### config.mk
export PLATFORM = sky130hd
export DESIGN_NAME = ambient_light_i2c_regs
export DESIGN_NICKNAME = d
export VERILOG_FILES = /design/src/rtl/als_pkg.sv /design/src/rtl/als_measure.sv /design/src/rtl/als_pin_sync.sv /design/src/rtl/ambient_light_i2c_regs.sv
export VERILOG_INCLUDE_DIRS = /design/src /design/src/rtl
export SDC_FILE = /design/constraint.sdc
export NUM_CORES = 1
export LEC_CHECK = 0
export ABC_AREA = 1
export BUFFER_PORTS_ARGS = -buffer_cell sky130_fd_sc_hd__buf_4
export CELL_PAD_IN_SITES_DETAIL_PLACEMENT = 0
export CELL_PAD_IN_SITES_GLOBAL_PLACEMENT = 1
export CORE_AREA = 3 3 145 147
export CTS_CLUSTER_DIAMETER = 50
export DETAILED_ROUTE_END_ITERATION = 16
export DIE_AREA = 0 0 148 150
export PLACE_DENSITY = 0.88
export SYNTH_ARGS = -nofsm -noshare
export SYNTH_HDL_FRONTEND = slang
export SYNTH_HIERARCHICAL = 1
export SYNTH_SLANG_ARGS = --single-unit
### constraint.sdc
create_clock -name i_sys_clk -period 2.3 [get_ports i_sys_clk]
set_input_delay 0.115 -clock i_sys_clk [delete_from_list [all_inputs] [get_ports i_sys_clk]]
set_output_delay 0.115 -clock i_sys_clk [all_outputs]
set_load 0.01 [all_outputs]
### src/rtl/als_map.svh
// Register offsets, field positions, reset values and bus constants of the light sensor.
`ifndef ALS_MAP_SVH
`define ALS_MAP_SVH
`define SLAVE_ADDR 7'h10
`define CMD_LIGHT_CONFIG 8'h00
`define CMD_UPPER_BOUND 8'h01
`define CMD_LOWER_BOUND 8'h02
`define CMD_POWER_SAVING 8'h03
`define CMD_AMBIENT 8'h04
`define CMD_WHITE 8'h05
`define CMD_STATUS 8'h06
`define CMD_IDENT 8'h07
`define LIGHT_CONFIG_RESET 16'h0001
`define WINDOW_BOUND_RESET 16'h0000
`define POWER_SAVING_RESET 3'h0
`define STATUS_LOW_BIT 15
`define STATUS_HIGH_BIT 14
`define DEVICE_CODE_DEFAULT 8'h5a
`define ADDR_OPTION_DEFAULT 8'h3c
`define BYTE_BITS 4'h8
`define SCL_MIN_KHZ 10
`define SCL_MAX_KHZ 400
`endif

### src/rtl/als_pkg.sv
// Types shared by the light sensor register interface and its measurement control.
package als_pkg;
	typedef enum logic [2:0] {
		ST_IDLE,
		ST_ADDR,
		ST_ADDR_ACK,
		ST_WDATA,
		ST_WDATA_ACK,
		ST_RDATA,
		ST_RDATA_ACK
	} slave_state_e;

	typedef struct packed {
		logic scl;
		logic sda;
	} pin_pair_s;

	typedef struct packed {
		pin_pair_s meta;
		pin_pair_s stable;
	} sync_s;

	typedef struct packed {
		logic [2:0] reserved_hi;
		logic [1:0] gain_select;
		logic reserved_mid;
		logic [3:0] integration_time_select;
		logic [1:0] persistence_count;
		logic [1:0] reserved_lo;
		logic threshold_detect_enable;
		logic shutdown_control;
	} light_config_s;

	typedef struct packed {
		logic [1:0] power_saving_select;
		logic power_saving_enable;
	} power_saving_s;

	typedef struct packed {
		logic valid;
		logic [15:0] ambient;
		logic [15:0] white;
	} sample_s;

	typedef struct packed {
		logic [15:0] ambient_result;
		logic [15:0] white_result;
		logic low_crossing_flag;
		logic high_crossing_flag;
	} result_s;

	typedef struct packed {
		result_s res;
		logic [3:0] high_run;
		logic [3:0] low_run;
	} measure_s;

	typedef struct packed {
		slave_state_e state;
		logic [3:0] bit_cnt;
		logic [7:0] shreg;
		logic rw;
		logic [7:0] cmd;
		logic cmd_seen;
		logic byte_hi;
		logic [7:0] wlow;
		logic [7:0] tx;
		logic [7:0] tx_hi;
		logic sda_oe_n;
		logic sda_out;
		logic scl_prev;
		logic sda_prev;
		logic status_clear;
		light_config_s light_config;
		logic [15:0] upper_window_bound;
		logic [15:0] lower_window_bound;
		power_saving_s power_saving_control;
	} slave_s;
endpackage : als_pkg

### src/rtl/als_measure.sv
// Result holding, shutdown retention and threshold persistence of the light sensor.
`timescale 1ns/1ps
module als_measure (
	input wire logic i_sys_clk,
	input wire logic i_resetn,
	input als_pkg::light_config_s i_cfg,
	input wire logic [15:0] i_upper_window_bound,
	input wire logic [15:0] i_lower_window_bound,
	input als_pkg::sample_s i_sample,
	input wire logic i_status_clear,
	output als_pkg::result_s o_result
);
	als_pkg::measure_s r;
	als_pkg::measure_s r_nxt;
	logic [3:0] need;

	// Counts consecutive out-of-window samples, saturating at the needed count.
	function automatic logic [3:0] run_step(input logic [3:0] run, input logic outside,
			input logic [3:0] limit);
		logic [3:0] res;
		res = 4'h0;
		if (outside) begin
			res = (run == limit) ? limit : run + 4'h1;
		end
		return res;
	endfunction : run_step

	always_comb begin
		r_nxt = r;
		need = 4'h1 << i_cfg.persistence_count;
		if (i_status_clear) begin
			r_nxt.res.low_crossing_flag = 1'b0;
			r_nxt.res.high_crossing_flag = 1'b0;
		end
		// Samples are dropped in shutdown, so the last result stays readable.
		if (i_sample.valid && !i_cfg.shutdown_control) begin
			r_nxt.res.ambient_result = i_sample.ambient;
			r_nxt.res.white_result = i_sample.white;
			if (i_cfg.threshold_detect_enable) begin
				r_nxt.high_run = run_step(r.high_run, i_sample.ambient > i_upper_window_bound,
					need);
				r_nxt.low_run = run_step(r.low_run, i_sample.ambient < i_lower_window_bound,
					need);
				// A new event wins over a clear in the same cycle.
				if (r_nxt.high_run == need) begin
					r_nxt.res.high_crossing_flag = 1'b1;
				end
				if (r_nxt.low_run == need) begin
					r_nxt.res.low_crossing_flag = 1'b1;
				end
			end else begin
				r_nxt.high_run = 4'h0;
				r_nxt.low_run = 4'h0;
			end
		end
	end

	always_ff @(posedge i_sys_clk or negedge i_resetn) begin
		if (!i_resetn) begin
			r <= '0;
		end else begin
			r <= r_nxt;
		end
	end

	assign o_result = r.res;
endmodule : als_measure

### src/rtl/als_pin_sync.sv
// Two-stage synchroniser for the serial clock and data pins.
`timescale 1ns/1ps
module als_pin_sync (
	input wire logic i_sys_clk,
	input wire logic i_resetn,
	input als_pkg::pin_pair_s i_pins,
	output als_pkg::pin_pair_s o_pins
);
	als_pkg::sync_s r;
	als_pkg::sync_s r_nxt;

	always_comb begin
		r_nxt = r;
		r_nxt.meta = i_pins;
		r_nxt.stable = r.meta;
	end

	always_ff @(posedge i_sys_clk or negedge i_resetn) begin
		if (!i_resetn) begin
			r <= '1;
		end else begin
			r <= r_nxt;
		end
	end

	assign o_pins = r.stable;
endmodule : als_pin_sync

### src/rtl/ambient_light_i2c_regs.sv
// Serial bus slave and command-code register file of the ambient light sensor.
// How it works
// - Only slave address 0x10 is acknowledged; other addresses are ignored.
// - Address byte bit 0 picks direction: 20h writes, 21h reads.
// - Oversampled bus works for serial clock from 10 kHz to 400 kHz.
// - All command-code registers are 16 bits, addressed by command code.
// - Shutdown keeps the last ambient result readable over the bus.
// - Leaving shutdown lets new measurements overwrite the result registers.
// - No interrupt pin; threshold events show only in the status register.
// - Configuration register resets to 0001, so the device starts shut down.
// - Configuration bits 12:11 select gain x1, x2, x1/8, x1/4.
// - Configuration bits 9:6 select integration time from 25 to 800 ms.
// - Configuration bits 5:4 set persistence count 1, 2, 4 or 8.
// - Configuration bit 1 enables threshold event detection.
// - Configuration bit 0 high shuts measurement down, low runs it.
// - Code 01h holds the upper threshold window bound, read and write.
// - Code 02h holds the lower threshold window bound, read and write.
// - Code 04 returns the ambient result, read only.
// - Code 05 returns the white channel result, read only.
// - Code 06 is the read-only threshold event status register.
// - Status bit 15 flags low crossing, bit 14 high crossing, rest zero.
// - Power saving bits 2:1 select mode, bit 0 enables power saving.
// - Code 07 reads device code in low byte, address option code high.
`timescale 1ns/1ps
`include "als_map.svh"
module ambient_light_i2c_regs #(
	parameter logic [7:0] DEVICE_CODE = `DEVICE_CODE_DEFAULT,
	parameter logic [7:0] ADDR_OPTION_CODE = `ADDR_OPTION_DEFAULT
) (
	input wire logic i_sys_clk,
	input wire logic i_resetn,
	input wire logic i_scl,
	input wire logic i_sda,
	output logic o_sda_out,
	output logic o_sda_oe_n,
	input als_pkg::sample_s i_sample,
	output logic o_shutdown,
	output logic [1:0] o_gain_select,
	output logic [3:0] o_integration_time_select,
	output logic [1:0] o_power_saving_select,
	output logic o_power_saving_enable
);
	// Both identification codes are arbitrary values.
	als_pkg::slave_s r;
	als_pkg::slave_s r_nxt;
	als_pkg::pin_pair_s raw_pins;
	als_pkg::pin_pair_s pins;
	als_pkg::result_s result;
	logic scl_rise;
	logic scl_fall;
	logic start_seen;
	logic stop_seen;
	logic [15:0] rd_word;

	// Returns the 16-bit word at a command code; unmapped codes read as zero.
	function automatic logic [15:0] reg_read(input logic [7:0] cmd, input als_pkg::slave_s s,
			input als_pkg::result_s res);
		logic [15:0] word;
		word = 16'h0000;
		if (cmd == `CMD_LIGHT_CONFIG) begin
			word = s.light_config;
		end else if (cmd == `CMD_UPPER_BOUND) begin
			word = s.upper_window_bound;
		end else if (cmd == `CMD_LOWER_BOUND) begin
			word = s.lower_window_bound;
		end else if (cmd == `CMD_POWER_SAVING) begin
			word = {13'h0000, s.power_saving_control};
		end else if (cmd == `CMD_AMBIENT) begin
			word = res.ambient_result;
		end else if (cmd == `CMD_WHITE) begin
			word = res.white_result;
		end else if (cmd == `CMD_STATUS) begin
			word[`STATUS_LOW_BIT] = res.low_crossing_flag;
			word[`STATUS_HIGH_BIT] = res.high_crossing_flag;
		end else if (cmd == `CMD_IDENT) begin
			word = {ADDR_OPTION_CODE, DEVICE_CODE};
		end
		return word;
	endfunction : reg_read

	// Moves one sampled data bit into the receive shift register.
	function automatic als_pkg::slave_s shift_in(input als_pkg::slave_s s, input logic bit_in);
		als_pkg::slave_s n;
		n = s;
		n.shreg = {s.shreg[6:0], bit_in};
		n.bit_cnt = s.bit_cnt + 4'h1;
		return n;
	endfunction : shift_in

	// Snapshots a whole read word so both of its bytes belong to one value.
	function automatic als_pkg::slave_s load_word(input als_pkg::slave_s s,
			input logic [15:0] word);
		als_pkg::slave_s n;
		n = s;
		n.sda_oe_n = word[7];
		n.tx = {word[6:0], 1'b0};
		n.tx_hi = word[15:8];
		n.byte_hi = 1'b1;
		n.status_clear = (s.cmd == `CMD_STATUS);
		n.state = als_pkg::ST_RDATA;
		return n;
	endfunction : load_word

	// Commits a received word; read-only and unmapped codes keep nothing.
	function automatic als_pkg::slave_s reg_write(input als_pkg::slave_s s,
			input logic [15:0] word);
		als_pkg::slave_s n;
		n = s;
		if (s.cmd == `CMD_LIGHT_CONFIG) begin
			n.light_config = als_pkg::light_config_s'(word);
		end else if (s.cmd == `CMD_UPPER_BOUND) begin
			n.upper_window_bound = word;
		end else if (s.cmd == `CMD_LOWER_BOUND) begin
			n.lower_window_bound = word;
		end else if (s.cmd == `CMD_POWER_SAVING) begin
			n.power_saving_control = word[2:0];
		end
		return n;
	endfunction : reg_write

	assign raw_pins.scl = i_scl;
	assign raw_pins.sda = i_sda;

	// The 200 MHz sampling gives hundreds of samples per bit at 400 kHz.
	als_pin_sync u_pin_sync (
		.i_sys_clk(i_sys_clk),
		.i_resetn(i_resetn),
		.i_pins(raw_pins),
		.o_pins(pins)
	);

	als_measure u_measure (
		.i_sys_clk(i_sys_clk),
		.i_resetn(i_resetn),
		.i_cfg(r.light_config),
		.i_upper_window_bound(r.upper_window_bound),
		.i_lower_window_bound(r.lower_window_bound),
		.i_sample(i_sample),
		.i_status_clear(r.status_clear),
		.o_result(result)
	);

	// Clock edges are found by comparing the synchronised pin with its last sample.
	assign scl_rise = pins.scl & ~r.scl_prev;
	assign scl_fall = ~pins.scl & r.scl_prev;
	// Start and stop are data edges while the clock stays high.
	assign start_seen = pins.scl & r.scl_prev & r.sda_prev & ~pins.sda;
	assign stop_seen = pins.scl & r.scl_prev & ~r.sda_prev & pins.sda;
	assign rd_word = reg_read(r.cmd, r, result);

	always_comb begin
		r_nxt = r;
		r_nxt.scl_prev = pins.scl;
		r_nxt.sda_prev = pins.sda;
		r_nxt.sda_out = 1'b0;
		r_nxt.status_clear = 1'b0;
		if (start_seen) begin
			// A start or repeated start expects an address, then a command code if the address byte is a write.
			r_nxt.state = als_pkg::ST_ADDR;
			r_nxt.bit_cnt = 4'h0;
			r_nxt.cmd_seen = 1'b0;
			r_nxt.byte_hi = 1'b0;
			r_nxt.sda_oe_n = 1'b1;
		end else if (stop_seen) begin
			r_nxt.state = als_pkg::ST_IDLE;
			r_nxt.sda_oe_n = 1'b1;
		end else begin
			case (r.state)
				als_pkg::ST_IDLE: begin
					r_nxt.sda_oe_n = 1'b1;
				end
				als_pkg::ST_ADDR: begin
					// Bits are taken on the rising clock, decisions on the falling one.
					if (scl_rise) begin
						r_nxt = shift_in(r_nxt, pins.sda);
					end else if (scl_fall && r.bit_cnt == `BYTE_BITS) begin
						if (r.shreg[7:1] == `SLAVE_ADDR) begin
							r_nxt.rw = r.shreg[0];
							r_nxt.sda_oe_n = 1'b0;
							r_nxt.state = als_pkg::ST_ADDR_ACK;
						end else begin
							r_nxt.state = als_pkg::ST_IDLE;
						end
					end
				end
				als_pkg::ST_ADDR_ACK: begin
					if (scl_fall) begin
						r_nxt.bit_cnt = 4'h0;
						if (r.rw) begin
							// The whole word is captured now so both bytes belong together.
							r_nxt = load_word(r_nxt, rd_word);
						end else begin
							r_nxt.sda_oe_n = 1'b1;
							r_nxt.state = als_pkg::ST_WDATA;
						end
					end
				end
				als_pkg::ST_WDATA: begin
					// The first byte is the command code, then low and high data bytes.
					if (scl_rise) begin
						r_nxt = shift_in(r_nxt, pins.sda);
					end else if (scl_fall && r.bit_cnt == `BYTE_BITS) begin
						r_nxt.sda_oe_n = 1'b0;
						r_nxt.state = als_pkg::ST_WDATA_ACK;
						if (!r.cmd_seen) begin
							r_nxt.cmd = r.shreg;
							r_nxt.cmd_seen = 1'b1;
							r_nxt.byte_hi = 1'b0;
						end else if (!r.byte_hi) begin
							r_nxt.wlow = r.shreg;
							r_nxt.byte_hi = 1'b1;
						end else begin
							r_nxt.byte_hi = 1'b0;
							// The word commits only with its high byte.
							r_nxt = reg_write(r_nxt, {r.shreg, r.wlow});
						end
					end
				end
				als_pkg::ST_WDATA_ACK: begin
					if (scl_fall) begin
						r_nxt.sda_oe_n = 1'b1;
						r_nxt.bit_cnt = 4'h0;
						r_nxt.state = als_pkg::ST_WDATA;
					end
				end
				als_pkg::ST_RDATA: begin
					if (scl_rise) begin
						r_nxt.bit_cnt = r.bit_cnt + 4'h1;
					end else if (scl_fall) begin
						if (r.bit_cnt == `BYTE_BITS) begin
							r_nxt.sda_oe_n = 1'b1;
							r_nxt.state = als_pkg::ST_RDATA_ACK;
						end else begin
							r_nxt.sda_oe_n = r.tx[7];
							r_nxt.tx = {r.tx[6:0], 1'b0};
						end
					end
				end
				als_pkg::ST_RDATA_ACK: begin
					if (scl_rise) begin
						r_nxt.shreg[0] = pins.sda;
					end else if (scl_fall) begin
						r_nxt.bit_cnt = 4'h0;
						if (r.shreg[0]) begin
							// A not-acknowledge ends the read until the next start.
							r_nxt.state = als_pkg::ST_IDLE;
						end else if (r.byte_hi) begin
							r_nxt.sda_oe_n = r.tx_hi[7];
							r_nxt.tx = {r.tx_hi[6:0], 1'b0};
							r_nxt.byte_hi = 1'b0;
							r_nxt.state = als_pkg::ST_RDATA;
						end else begin
							// A continued read takes a fresh snapshot of the same code.
							r_nxt = load_word(r_nxt, rd_word);
						end
					end
				end
				default: begin
					r_nxt.state = als_pkg::ST_IDLE;
					r_nxt.sda_oe_n = 1'b1;
				end
			endcase
		end
	end

	always_ff @(posedge i_sys_clk or negedge i_resetn) begin
		if (!i_resetn) begin
			r.state <= als_pkg::ST_IDLE;
			r.bit_cnt <= 4'h0;
			r.shreg <= 8'h00;
			r.rw <= 1'b0;
			r.cmd <= 8'h00;
			r.cmd_seen <= 1'b0;
			r.byte_hi <= 1'b0;
			r.wlow <= 8'h00;
			r.tx <= 8'h00;
			r.tx_hi <= 8'h00;
			r.sda_oe_n <= 1'b1;
			r.sda_out <= 1'b0;
			// Edge detectors start at the idle bus level so reset makes no false edge.
			r.scl_prev <= 1'b1;
			r.sda_prev <= 1'b1;
			r.status_clear <= 1'b0;
			r.light_config <= `LIGHT_CONFIG_RESET;
			r.upper_window_bound <= `WINDOW_BOUND_RESET;
			r.lower_window_bound <= `WINDOW_BOUND_RESET;
			r.power_saving_control <= `POWER_SAVING_RESET;
		end else begin
			r <= r_nxt;
		end
	end

	assign o_sda_out = r.sda_out;
	assign o_sda_oe_n = r.sda_oe_n;
	assign o_shutdown = r.light_config.shutdown_control;
	assign o_gain_select = r.light_config.gain_select;
	assign o_integration_time_select = r.light_config.integration_time_select;
	assign o_power_saving_select = r.power_saving_control.power_saving_select;
	assign o_power_saving_enable = r.power_saving_control.power_saving_enable;
endmodule : ambient_light_i2c_regs

After elaboration in Yosys (flattened, before gate mapping)
Index checks and enable logic that the tools add are counted.

Output and inout port bits: 12. Word-level logic and storage cells: 257. Bits of input ports: 37. Bits in registers: 152.

Magnitude comparators: 2. Equal/unequal tests: 64. Bitwise operators: 23. Reductions and logical operators: 30. Mux-type cells: 96. $add $sub $neg: 3. Shifts and indexed selects: 1.

Operators with widths (count): 2-to-1 mux 106 bit (4); 2-to-1 mux 16 bit (16); one-hot mux 55 bit (3 select lines) (1); 2-to-1 mux 55 bit (2); one-hot mux 27 bit (4 select lines) (1); 2-to-1 mux 52 bit (2); 2-to-1 mux 92 bit (1); 2-to-1 mux 91 bit (1); 2-to-1 mux 80 bit (1); 2-to-1 mux 35 bit (2); != test 4 bit, second input constant (13); 2-to-1 mux 51 bit (1); 2-to-1 mux 8 bit (6); AND reduction 12 bit (4); 2-to-1 mux 47 bit (1); 2-to-1 mux 14 bit (3); AND reduction 10 bit (4); != test 3 bit, second input constant (13); 2-to-1 mux 4 bit (9); != test 2 bit, second input constant (18); equality test 8 x 3 -> 1 bit, second input constant (4); one-hot mux 8 bit (4 select lines) (1); 2-to-1 mux 3 bit (10); AND reduction 9 bit (3); 37 further kinds (98).

Depth between registers and ports, before layout
Gate-level depths: netlist of run 1.

Depth after elaboration: 23. Depth in mapped cells: 17.

Hierarchy
Netlist of run 1, hierarchy kept.

By module, submodules not included: ambient_light_i2c_regs (area each 5659.2 um^2, sequential area each 2607.5 um^2, times used 1, cells an instance 771); als_measure (area each 3283.1 um^2, sequential area each 1051.0 um^2, times used 1, cells an instance 448); als_pin_sync (area each 120.1 um^2, sequential area each 105.1 um^2, times used 1, cells an instance 6).

Worst setup path after synthesis of run 1
OpenSTA, ideal clock, no wires.

Path type: reg2reg. Start: register r[53] (netlist name). End: register r[101] (netlist name). Data arrival time: 1.838 ns. Setup slack: 0.345 ns. Clock period less this slack: 1.955 ns. Stages on the path, launching flop included: 12. Path buffers: 1. Required time: 2.183 ns. Cell sequence: dfstp_2 inv_1 ha_1 buf_2 nor2_1 inv_1 nand2_1 o21ai_0 nor3_2 nand2_1 nor2_1 nor2_1.

Longest elaborated chain between the ends: 6.

RTL lines: start, declared (line ambient_light_i2c_regs.sv:44) `als_pkg::slave_s r;`; start signal, assigned (line ambient_light_i2c_regs.sv:289) `r <= r_nxt;`; inverter 1 bit (line ambient_light_i2c_regs.sv:144) `assign scl_rise = pins.scl & ~r.scl_prev;`; AND 1 bit (line ambient_light_i2c_regs.sv:144); 2-to-1 mux 106 bit (line ambient_light_i2c_regs.sv:200) `if (scl_rise) begin`; one-hot mux 4 bit (6 select lines) (line ambient_light_i2c_regs.sv:168) `case (r.state)`; 2-to-1 mux 47 bit (line ambient_light_i2c_regs.sv:164) `end else if (stop_seen) begin`; 2-to-1 mux 7 bit (line ambient_light_i2c_regs.sv:157) `if (start_seen) begin`.

Several ways; a longest one is shown, not always the timed one. The select of a mux whose other input is x is not followed. A chain may end at the register's enable or synchronous reset.

Worst setup path in the final report of run 1
Start: register u_pin_sync.r (netlist bit u_pin_sync/o_pins[1]). End: register r[102] (netlist name).

Longest elaborated chain between the ends: 5.

RTL lines: start, declared (line als_pin_sync.sv:9) `als_pkg::sync_s r;`; start signal, assigned (line als_pin_sync.sv:22) `r <= r_nxt;`; AND 1 bit (on tied branches) (line ambient_light_i2c_regs.sv:147, ambient_light_i2c_regs.sv:148, ambient_light_i2c_regs.sv:144); AND 1 bit (tied with other cells) (2 in a row) (line ambient_light_i2c_regs.sv:147) `assign start_seen = pins.scl & r.scl_prev & r.sda_prev & ~pins.sda;`; nonzero test 7 bit (no source line) (tied with other cells); AND reduction 9 bit (no source line) / 2-to-1 mux 7 bit (equally long branches).

Several ways; a longest one is shown, not always the timed one. The select of a mux whose other input is x is not followed.

==> flow_metrics.tcl, run 1 <==
set metrics [dict create \
    ir_worst_vdd_mv 0.490 \
    grt_max_degree 61 \
    synth-simple-area-share 0.310 \
    cts-root-buf "clkbuf_16" \
    skew_ns 0.0107 \
    grt_pass1_vias 7871 \
    die_h_um 150 \
    num_vias 8232 \
    worstMarginPinSlew_ns 0.663 \
    ioPinCount 49 \
    rsz0062_at_grt "false" \
    insertion_delay_ns 0.43 \
    layout.cells.most_common "nand2_1" \
    finalWeightedCongestion 0.926 \
    cp.arrival_ns 2.42 \
    synth.cell_area_um2 9060 \
    hold_violations 0 \
    synthXorXnorAreaFrac 0.00387 \
    fillers 1962 \
    synth_compound_area_frac 0.102 \
    layout-drive-gt1-share 0.148 \
    io_buffers 47 \
    worst_setup_path_end_kind "flip-flop" \
    numCtsBuffers 17 \
    setup_violations 0 \
    htreeDepth 4 \
    dieArea_um2 22200 \
    cts_buffer_depth 2 \
    crit_fanout 7 \
    crit_chain "inv_1 > ha_1 > inv_2 > nor2_1 > inv_1 > nand2_1 > o21ai_0 > nor3_4 > buf_4 > a21oi_1 > nor2_1" \
    power.density_nw_per_um2 587 \
    syn_inst 1225 \
    worst_setup_path_start_kind "flip-flop" \
    cpPeakStageDelay_ns 0.56 \
    finalPower_mw 6.19 \
    postSynthAreaPerCell_um2 7.40 \
    post-route-period-util 0.915 \
    cts_tree "built" \
    wl_mm 25.8 \
    grt.overflow.total 0 \
    ant_nets 0 \
    dp_worst_setup_slack_ns 0.111 \
    syn2layout_area_growth_pct 16.4 \
    diodes 0 \
    maxCapViolCount 0 \
    grt_pass1_wl_mm 42.5 \
    synth_top_family_by_area "simple AND/OR/NAND/NOR gates" \
    die_x_um 148 \
    viasPerCell 5.24 \
    dr.pass1.iters 5 \
    ys_seq_area_frac 0.415 \
    drt_iter0_drc 628 \
    leakage_nw 5.05 \
    fmax_mhz 475 \
    rows 52 \
    core_area_um2 20000 \
    drc 0 \
    fin_setup_tns_ns 0 \
    synth_nets 1300 \
    synthAdderAreaFrac 0.0525 \
    clk_pin_slew_ns 0.07 \
    yosysWarningCount 6 \
    nets 1363 \
    track_usage 0.242 \
    maxSlewViolCount 0 \
    wl_per_cell_um 16.4 \
    status "complete, no violations" \
    clkSinkCount 150 \
    setup_ws_ns 0.197 \
    ys_seq_elements 150 \
    synthMuxAreaShare 0.00497 \
    critPathKind "flip-flop to flip-flop" \
    fin_crit_ns 2.10 \
    min_path_type "primary input to flip-flop" \
    mostFrequentLayoutCells "388 x nand2_1, 142 x dfrtp_1, 125 x inv_1" \
    critPathSlowestCell "dfstp_2" \
    relSlewSlack 0.558 \
    start_util 0.452 \
    antenna_found_initial 0 \
    required_ns 2.62 \
    hpwl_mm 19.1 \
    synth.distinct_cells 41 \
]
## state kept, by name, indices dropped and copies added (netlist names)
| name | flops |
|---|---|
| o_integration_time_select | 4 |
| o_sda_oe_n | 1 |
| u_measure/r | 8 |
| u_pin_sync/r | 2 |
| r | 93 |
| o_power_saving_select | 2 |
| u_pin_sync/o_pins | 2 |
| o_shutdown | 1 |
| u_measure/o_result | 34 |
| o_gain_select | 2 |
| o_power_saving_enable | 1 |
## routing by layer
metal | routed length (um) | GRT usage | vias to the layer above
met4 | 538 | 0.0642 | 0
met3 | 1490 | 0.0418 | 44
met1 | 11900 | 0.349 | 3905
met2 | 11800 | 0.380 | 268
li1 | - | - | 4015
met5 | 0 | 0 | -
## critical path: cells and delay by family, from the launching register on
kind | cells | cell delay, ns
adder cells (fa/ha/maj) | 1 | 0.21
AO/OA/AOI/OAI | 2 | 0.49
buffers and inverters | 4 | 0.42
AND/OR/NAND/NOR | 4 | 0.33
flip-flops | 1 | 0.56
## cell usage after synthesis, drive strengths merged
master | count | share of area
clkbuf | 17 | 0.0070
o211ai | 1 | 0.00083
xor2 | 4 | 0.0039
nand3 | 67 | 0.041
a21oi | 48 | 0.027
nand4 | 27 | 0.020
a21o | 1 | 0.00083
ha | 38 | 0.052
nand2 | 408 | 0.18
clkinv | 1 | 0.00041
nor2 | 118 | 0.058
buf | 59 | 0.046
mux2 | 4 | 0.0050
o31ai | 1 | 0.00083
nor3 | 12 | 0.0088
dfstp | 8 | 0.023
conb | 1 | 0.00041
nor4 | 3 | 0.0021
a211oi | 1 | 0.00083
inv | 134 | 0.057
o22ai | 9 | 0.0062
or2 | 3 | 0.0021
dfrtp | 142 | 0.39
o21ai | 115 | 0.064
o221ai | 1 | 0.00097
a31oi | 2 | 0.0014
## repair_timing
item	CTS	global route
buffers inserted	0	2
endpoints found under the setup margin	0	19
resized for setup	0	6
endpoints found under the hold margin	83	0
hold buffers	34	0
## power by group
| part | leakage (nW) | internal (mW) | switching (mW) | total, mW |
|---|---|---|---|---|
| Combinational | 2.79 | 0.247 | 0.375 | 0.622 |
| Sequential | 1.99 | 2.75 | 0.0881 | 2.84 |
| Clock | 0.273 | 1.53 | 1.20 | 2.73 |
## final timing paths
| path | from | endpoint | slack, ns | cells after the start |
|---|---|---|---|---|
| setup reg to reg | u_pin_sync/o_pins[1]$_DFF_PN1_ | r[102]$_DFFE_PN0P_ | 0.20 | 11 |
| max in group asynchronous | i_resetn | o_shutdown$_DFFE_PN1P_ | 1.29 | 3 |
| hold reg to reg | u_pin_sync/r[3]$_DFF_PN1_ | u_pin_sync/o_pins[1]$_DFF_PN1_ | 0.36 | 0 |
| hold / removal | i_sample[16] | u_measure/o_result[18]$_DFFE_PN0P_ | 0.04 | 3 |
| setup / recovery | u_pin_sync/o_pins[1]$_DFF_PN1_ | r[102]$_DFFE_PN0P_ | 0.20 | 11 |
| min in group asynchronous | i_resetn | u_measure/r[5]$_DFFE_PN0P_ | 0.21 | 2 |
## through the flow
stage / utilization / area [um2] / std cells / hold slack (ns)
2_1_floorplan: - / 9060 / 1225 / -0.181
3_3_place_gp: 0.479 / 9600 / 1503 / 0.119
3_5_place_dp: 0.479 / 9600 / 1503 / 0.122
4_1_cts: 0.524 / 10500 / 1569 / 0.0357
5_1_grt: 0.526 / 10500 / 1571 / 0.0705
6_report: 0.526 / 10500 / 1571 / 0.0448
## final cells by class
type                            instances  area [um2]  area share
Sequential cell                       150        3760       0.357
Multi-Input combinational cell        864        4330       0.411
Tap cell                              270         338      0.0320
Clock inverter                         14         125      0.0119
Timing Repair Buffer                  120        1030      0.0974
Clock buffer                           18         439      0.0416
Inverter                              135         520      0.0494
## logic make-up (layout without fill, tap and decap cells)
kind of cell | count (synthesis) | in the layout
AOI/OAI and AO/OA | 179 | 179
and+or+nand+nor | 638 | 638
DFF | 150 | 150
adders and majority gates | 38 | 38
buffers and inverters | 211 | 287
muxes | 4 | 4
xor gates and xnor gates | 4 | 4
other | 1 | 1
Note: power is estimated with default switching activity, not from simulation.
==> inputs of run 2 (changes only) <==
--- a/config.mk
+++ b/config.mk
@@ -8,13 +8,11 @@
 export LEC_CHECK = 0
 export ABC_AREA = 1
 export BUFFER_PORTS_ARGS = -buffer_cell sky130_fd_sc_hd__buf_4
-export CELL_PAD_IN_SITES_DETAIL_PLACEMENT = 0
-export CELL_PAD_IN_SITES_GLOBAL_PLACEMENT = 1
-export CORE_AREA = 3 3 145 147
+export CORE_AREA = 3 3 139 141
 export CTS_CLUSTER_DIAMETER = 50
 export DETAILED_ROUTE_END_ITERATION = 16
-export DIE_AREA = 0 0 148 150
-export PLACE_DENSITY = 0.88
+export DIE_AREA = 0 0 142 144
+export PLACE_DENSITY = 0.75
 export SYNTH_ARGS = -nofsm -noshare
 export SYNTH_HDL_FRONTEND = slang
 export SYNTH_HIERARCHICAL = 1
==> flow_metrics.tcl, run 2 (synthesis gave the netlist of run 1 again) <==
set metrics [dict create \
    ir_worst_vdd_mv 0.541 \
    largest_register "r" \
    numCtsBuffers 17 \
    insertion_delay_ns 0.43 \
    grt_max_degree 61 \
    drc 0 \
    clk_pin_slew_ns 0.06 \
    cts_tree "built" \
    grt_pass1_wl_mm 40.4 \
    cp_common_cell "nand2_1" \
    post-route-period-util 0.905 \
    r2r-end "r[5]$_DFFE_PN0P_" \
    power.density_nw_per_um2 620 \
    rrSetupSlack_ns 0.22 \
    grt_pass1_vias 8010 \
    dr.pass1.iters 8 \
    fin_setup_tns_ns 0 \
    worstMarginPinSlew_ns 0.710 \
    cpPeakStageDelay_ns 0.47 \
    drt_iter0_drc 1008 \
    hold_violations 0 \
    critPathSlowestCell "clkinv_1" \
    syn2layout_area_growth_pct 16.5 \
    die_h_um 144 \
    io_buffers 47 \
    status "complete, no violations" \
    htreeDepth 4 \
    wl_mm 24.7 \
    rsz0062_at_grt "false" \
    worst_hold_path.endpoint "u_measure/o_result[18]$_DFFE_PN0P_" \
    rows 49 \
    largest_reg_flops 93 \
    crit_start "r[87]$_DFFE_PN0P_" \
    die_x_um 142 \
    required_ns 2.60 \
    critPathKind "flip-flop to flip-flop" \
    crit_chain "nor2_1 > nand2_1 > inv_1 > buf_4 > nand2_1 > clkinv_1 > nand3_1 > buf_12 > o21ai_0" \
    cp.arrival_ns 2.38 \
    holdPathStages 3 \
    hpwl_mm 17.7 \
    worstHoldStart "i_sample[16]" \
    ant_nets 0 \
    num_vias 8320 \
    diodes 0 \
    r2r-start "r[87]$_DFFE_PN0P_" \
    start_util 0.501 \
    min_path_type "primary input to flip-flop" \
    track_usage 0.248 \
    wl_per_cell_um 16.2 \
    crit_fanout 32 \
    finalWeightedCongestion 0.926 \
    viasPerCell 5.46 \
    setup_violations 0 \
    ioPinCount 49 \
    fin_crit_ns 2.08 \
    placed_area_um2 9510 \
    maxCapViolCount 0 \
    fmax_mhz 480 \
    cts_buffer_depth 2 \
    nets 1357 \
    finalPower_mw 6.55 \
    layout-drive-gt1-share 0.142 \
    maxSlewViolCount 0 \
    grt.overflow.total 0 \
    worst_setup_path_start_kind "flip-flop" \
    final_area_um2 10600 \
    dieArea_um2 20400 \
    reg2reg_depth 9 \
    antenna_found_initial 0 \
    clkSinkCount 150 \
    mostFrequentLayoutCells "388 x nand2_1, 142 x dfrtp_1, 126 x inv_1" \
    layout.cells.most_common "nand2_1" \
    cts-root-buf "clkbuf_16" \
    relSlewSlack 0.527 \
    leakage_nw 5.08 \
    core_area_um2 18100 \
    worst_setup_path_end_kind "flip-flop" \
    skew_ns 0.00861 \
]
-- run 2: report_power, final --
group          leakage [nW]  internal [mW]  switching [mW]  total [mW]
combinational          2.77          0.232           0.371       0.603
clock                 0.314           1.99            1.11        3.10
sequential             1.99           2.75          0.0922        2.85
-- run 2: cell type report --
type	instances	area, um2
Clock inverter	11	196
Inverter	135	517
Timing Repair Buffer	114	995
Multi-Input combinational cell	864	4340
Clock buffer	21	460
Tap cell	229	287
Sequential cell	150	3760
Fill cell	1572	7530
-- run 2: worst max path at each step --
| stage | to | slack, ns |
|---|---|---|
| 2_1_floorplan | r[101]$_DFFE_PN0P_ | 0.34 |
| 3_3_place_gp | r[101]$_DFFE_PN0P_ | 0.20 |
| 3_5_place_dp | r[101]$_DFFE_PN0P_ | 0.09 |
| 4_1_cts | r[101]$_DFFE_PN0P_ | 0.1 |
| 5_1_grt | r[78]$_DFFE_PN0P_ | 0.002 |
| 6_report | r[5]$_DFFE_PN0P_ | 0.22 |
-- run 2: through the flow --
step	hold WS (ns)	setup slack, ns	std cells	util
floorplan	-0.181	0.345	1225	-
global placement	0.128	0.204	1456	0.526
detailed placement	0.132	0.0932	1456	0.526
CTS	0.0570	0.0997	1522	0.581
global route	0.0945	0.00169	1524	0.584
finish	0.0697	0.218	1524	0.584
-- run 2: layer usage --
layer / global-route usage / wire (um)
met4: 0.0970 / 778
met1: 0.335 / 10700
met5: 0 / 0
met3: 0.0519 / 1690
met2: 0.393 / 11500
-- run 2: repair_timing --
item,in CTS,in global routing
hold buffers,34,0
hold endpoints to repair,84,0
resized for setup,0,6
setup buffers,0,2
setup endpoints to repair,0,20
-- run 2: worst max-delay path: cells and delay by family (launching register included) --
family	cells	cell delay, ns
buffers and inverters	4	0.91
AND/OR/NAND/NOR	4	0.57
flip-flops	1	0.35
AO/OA/AOI/OAI	1	0.11
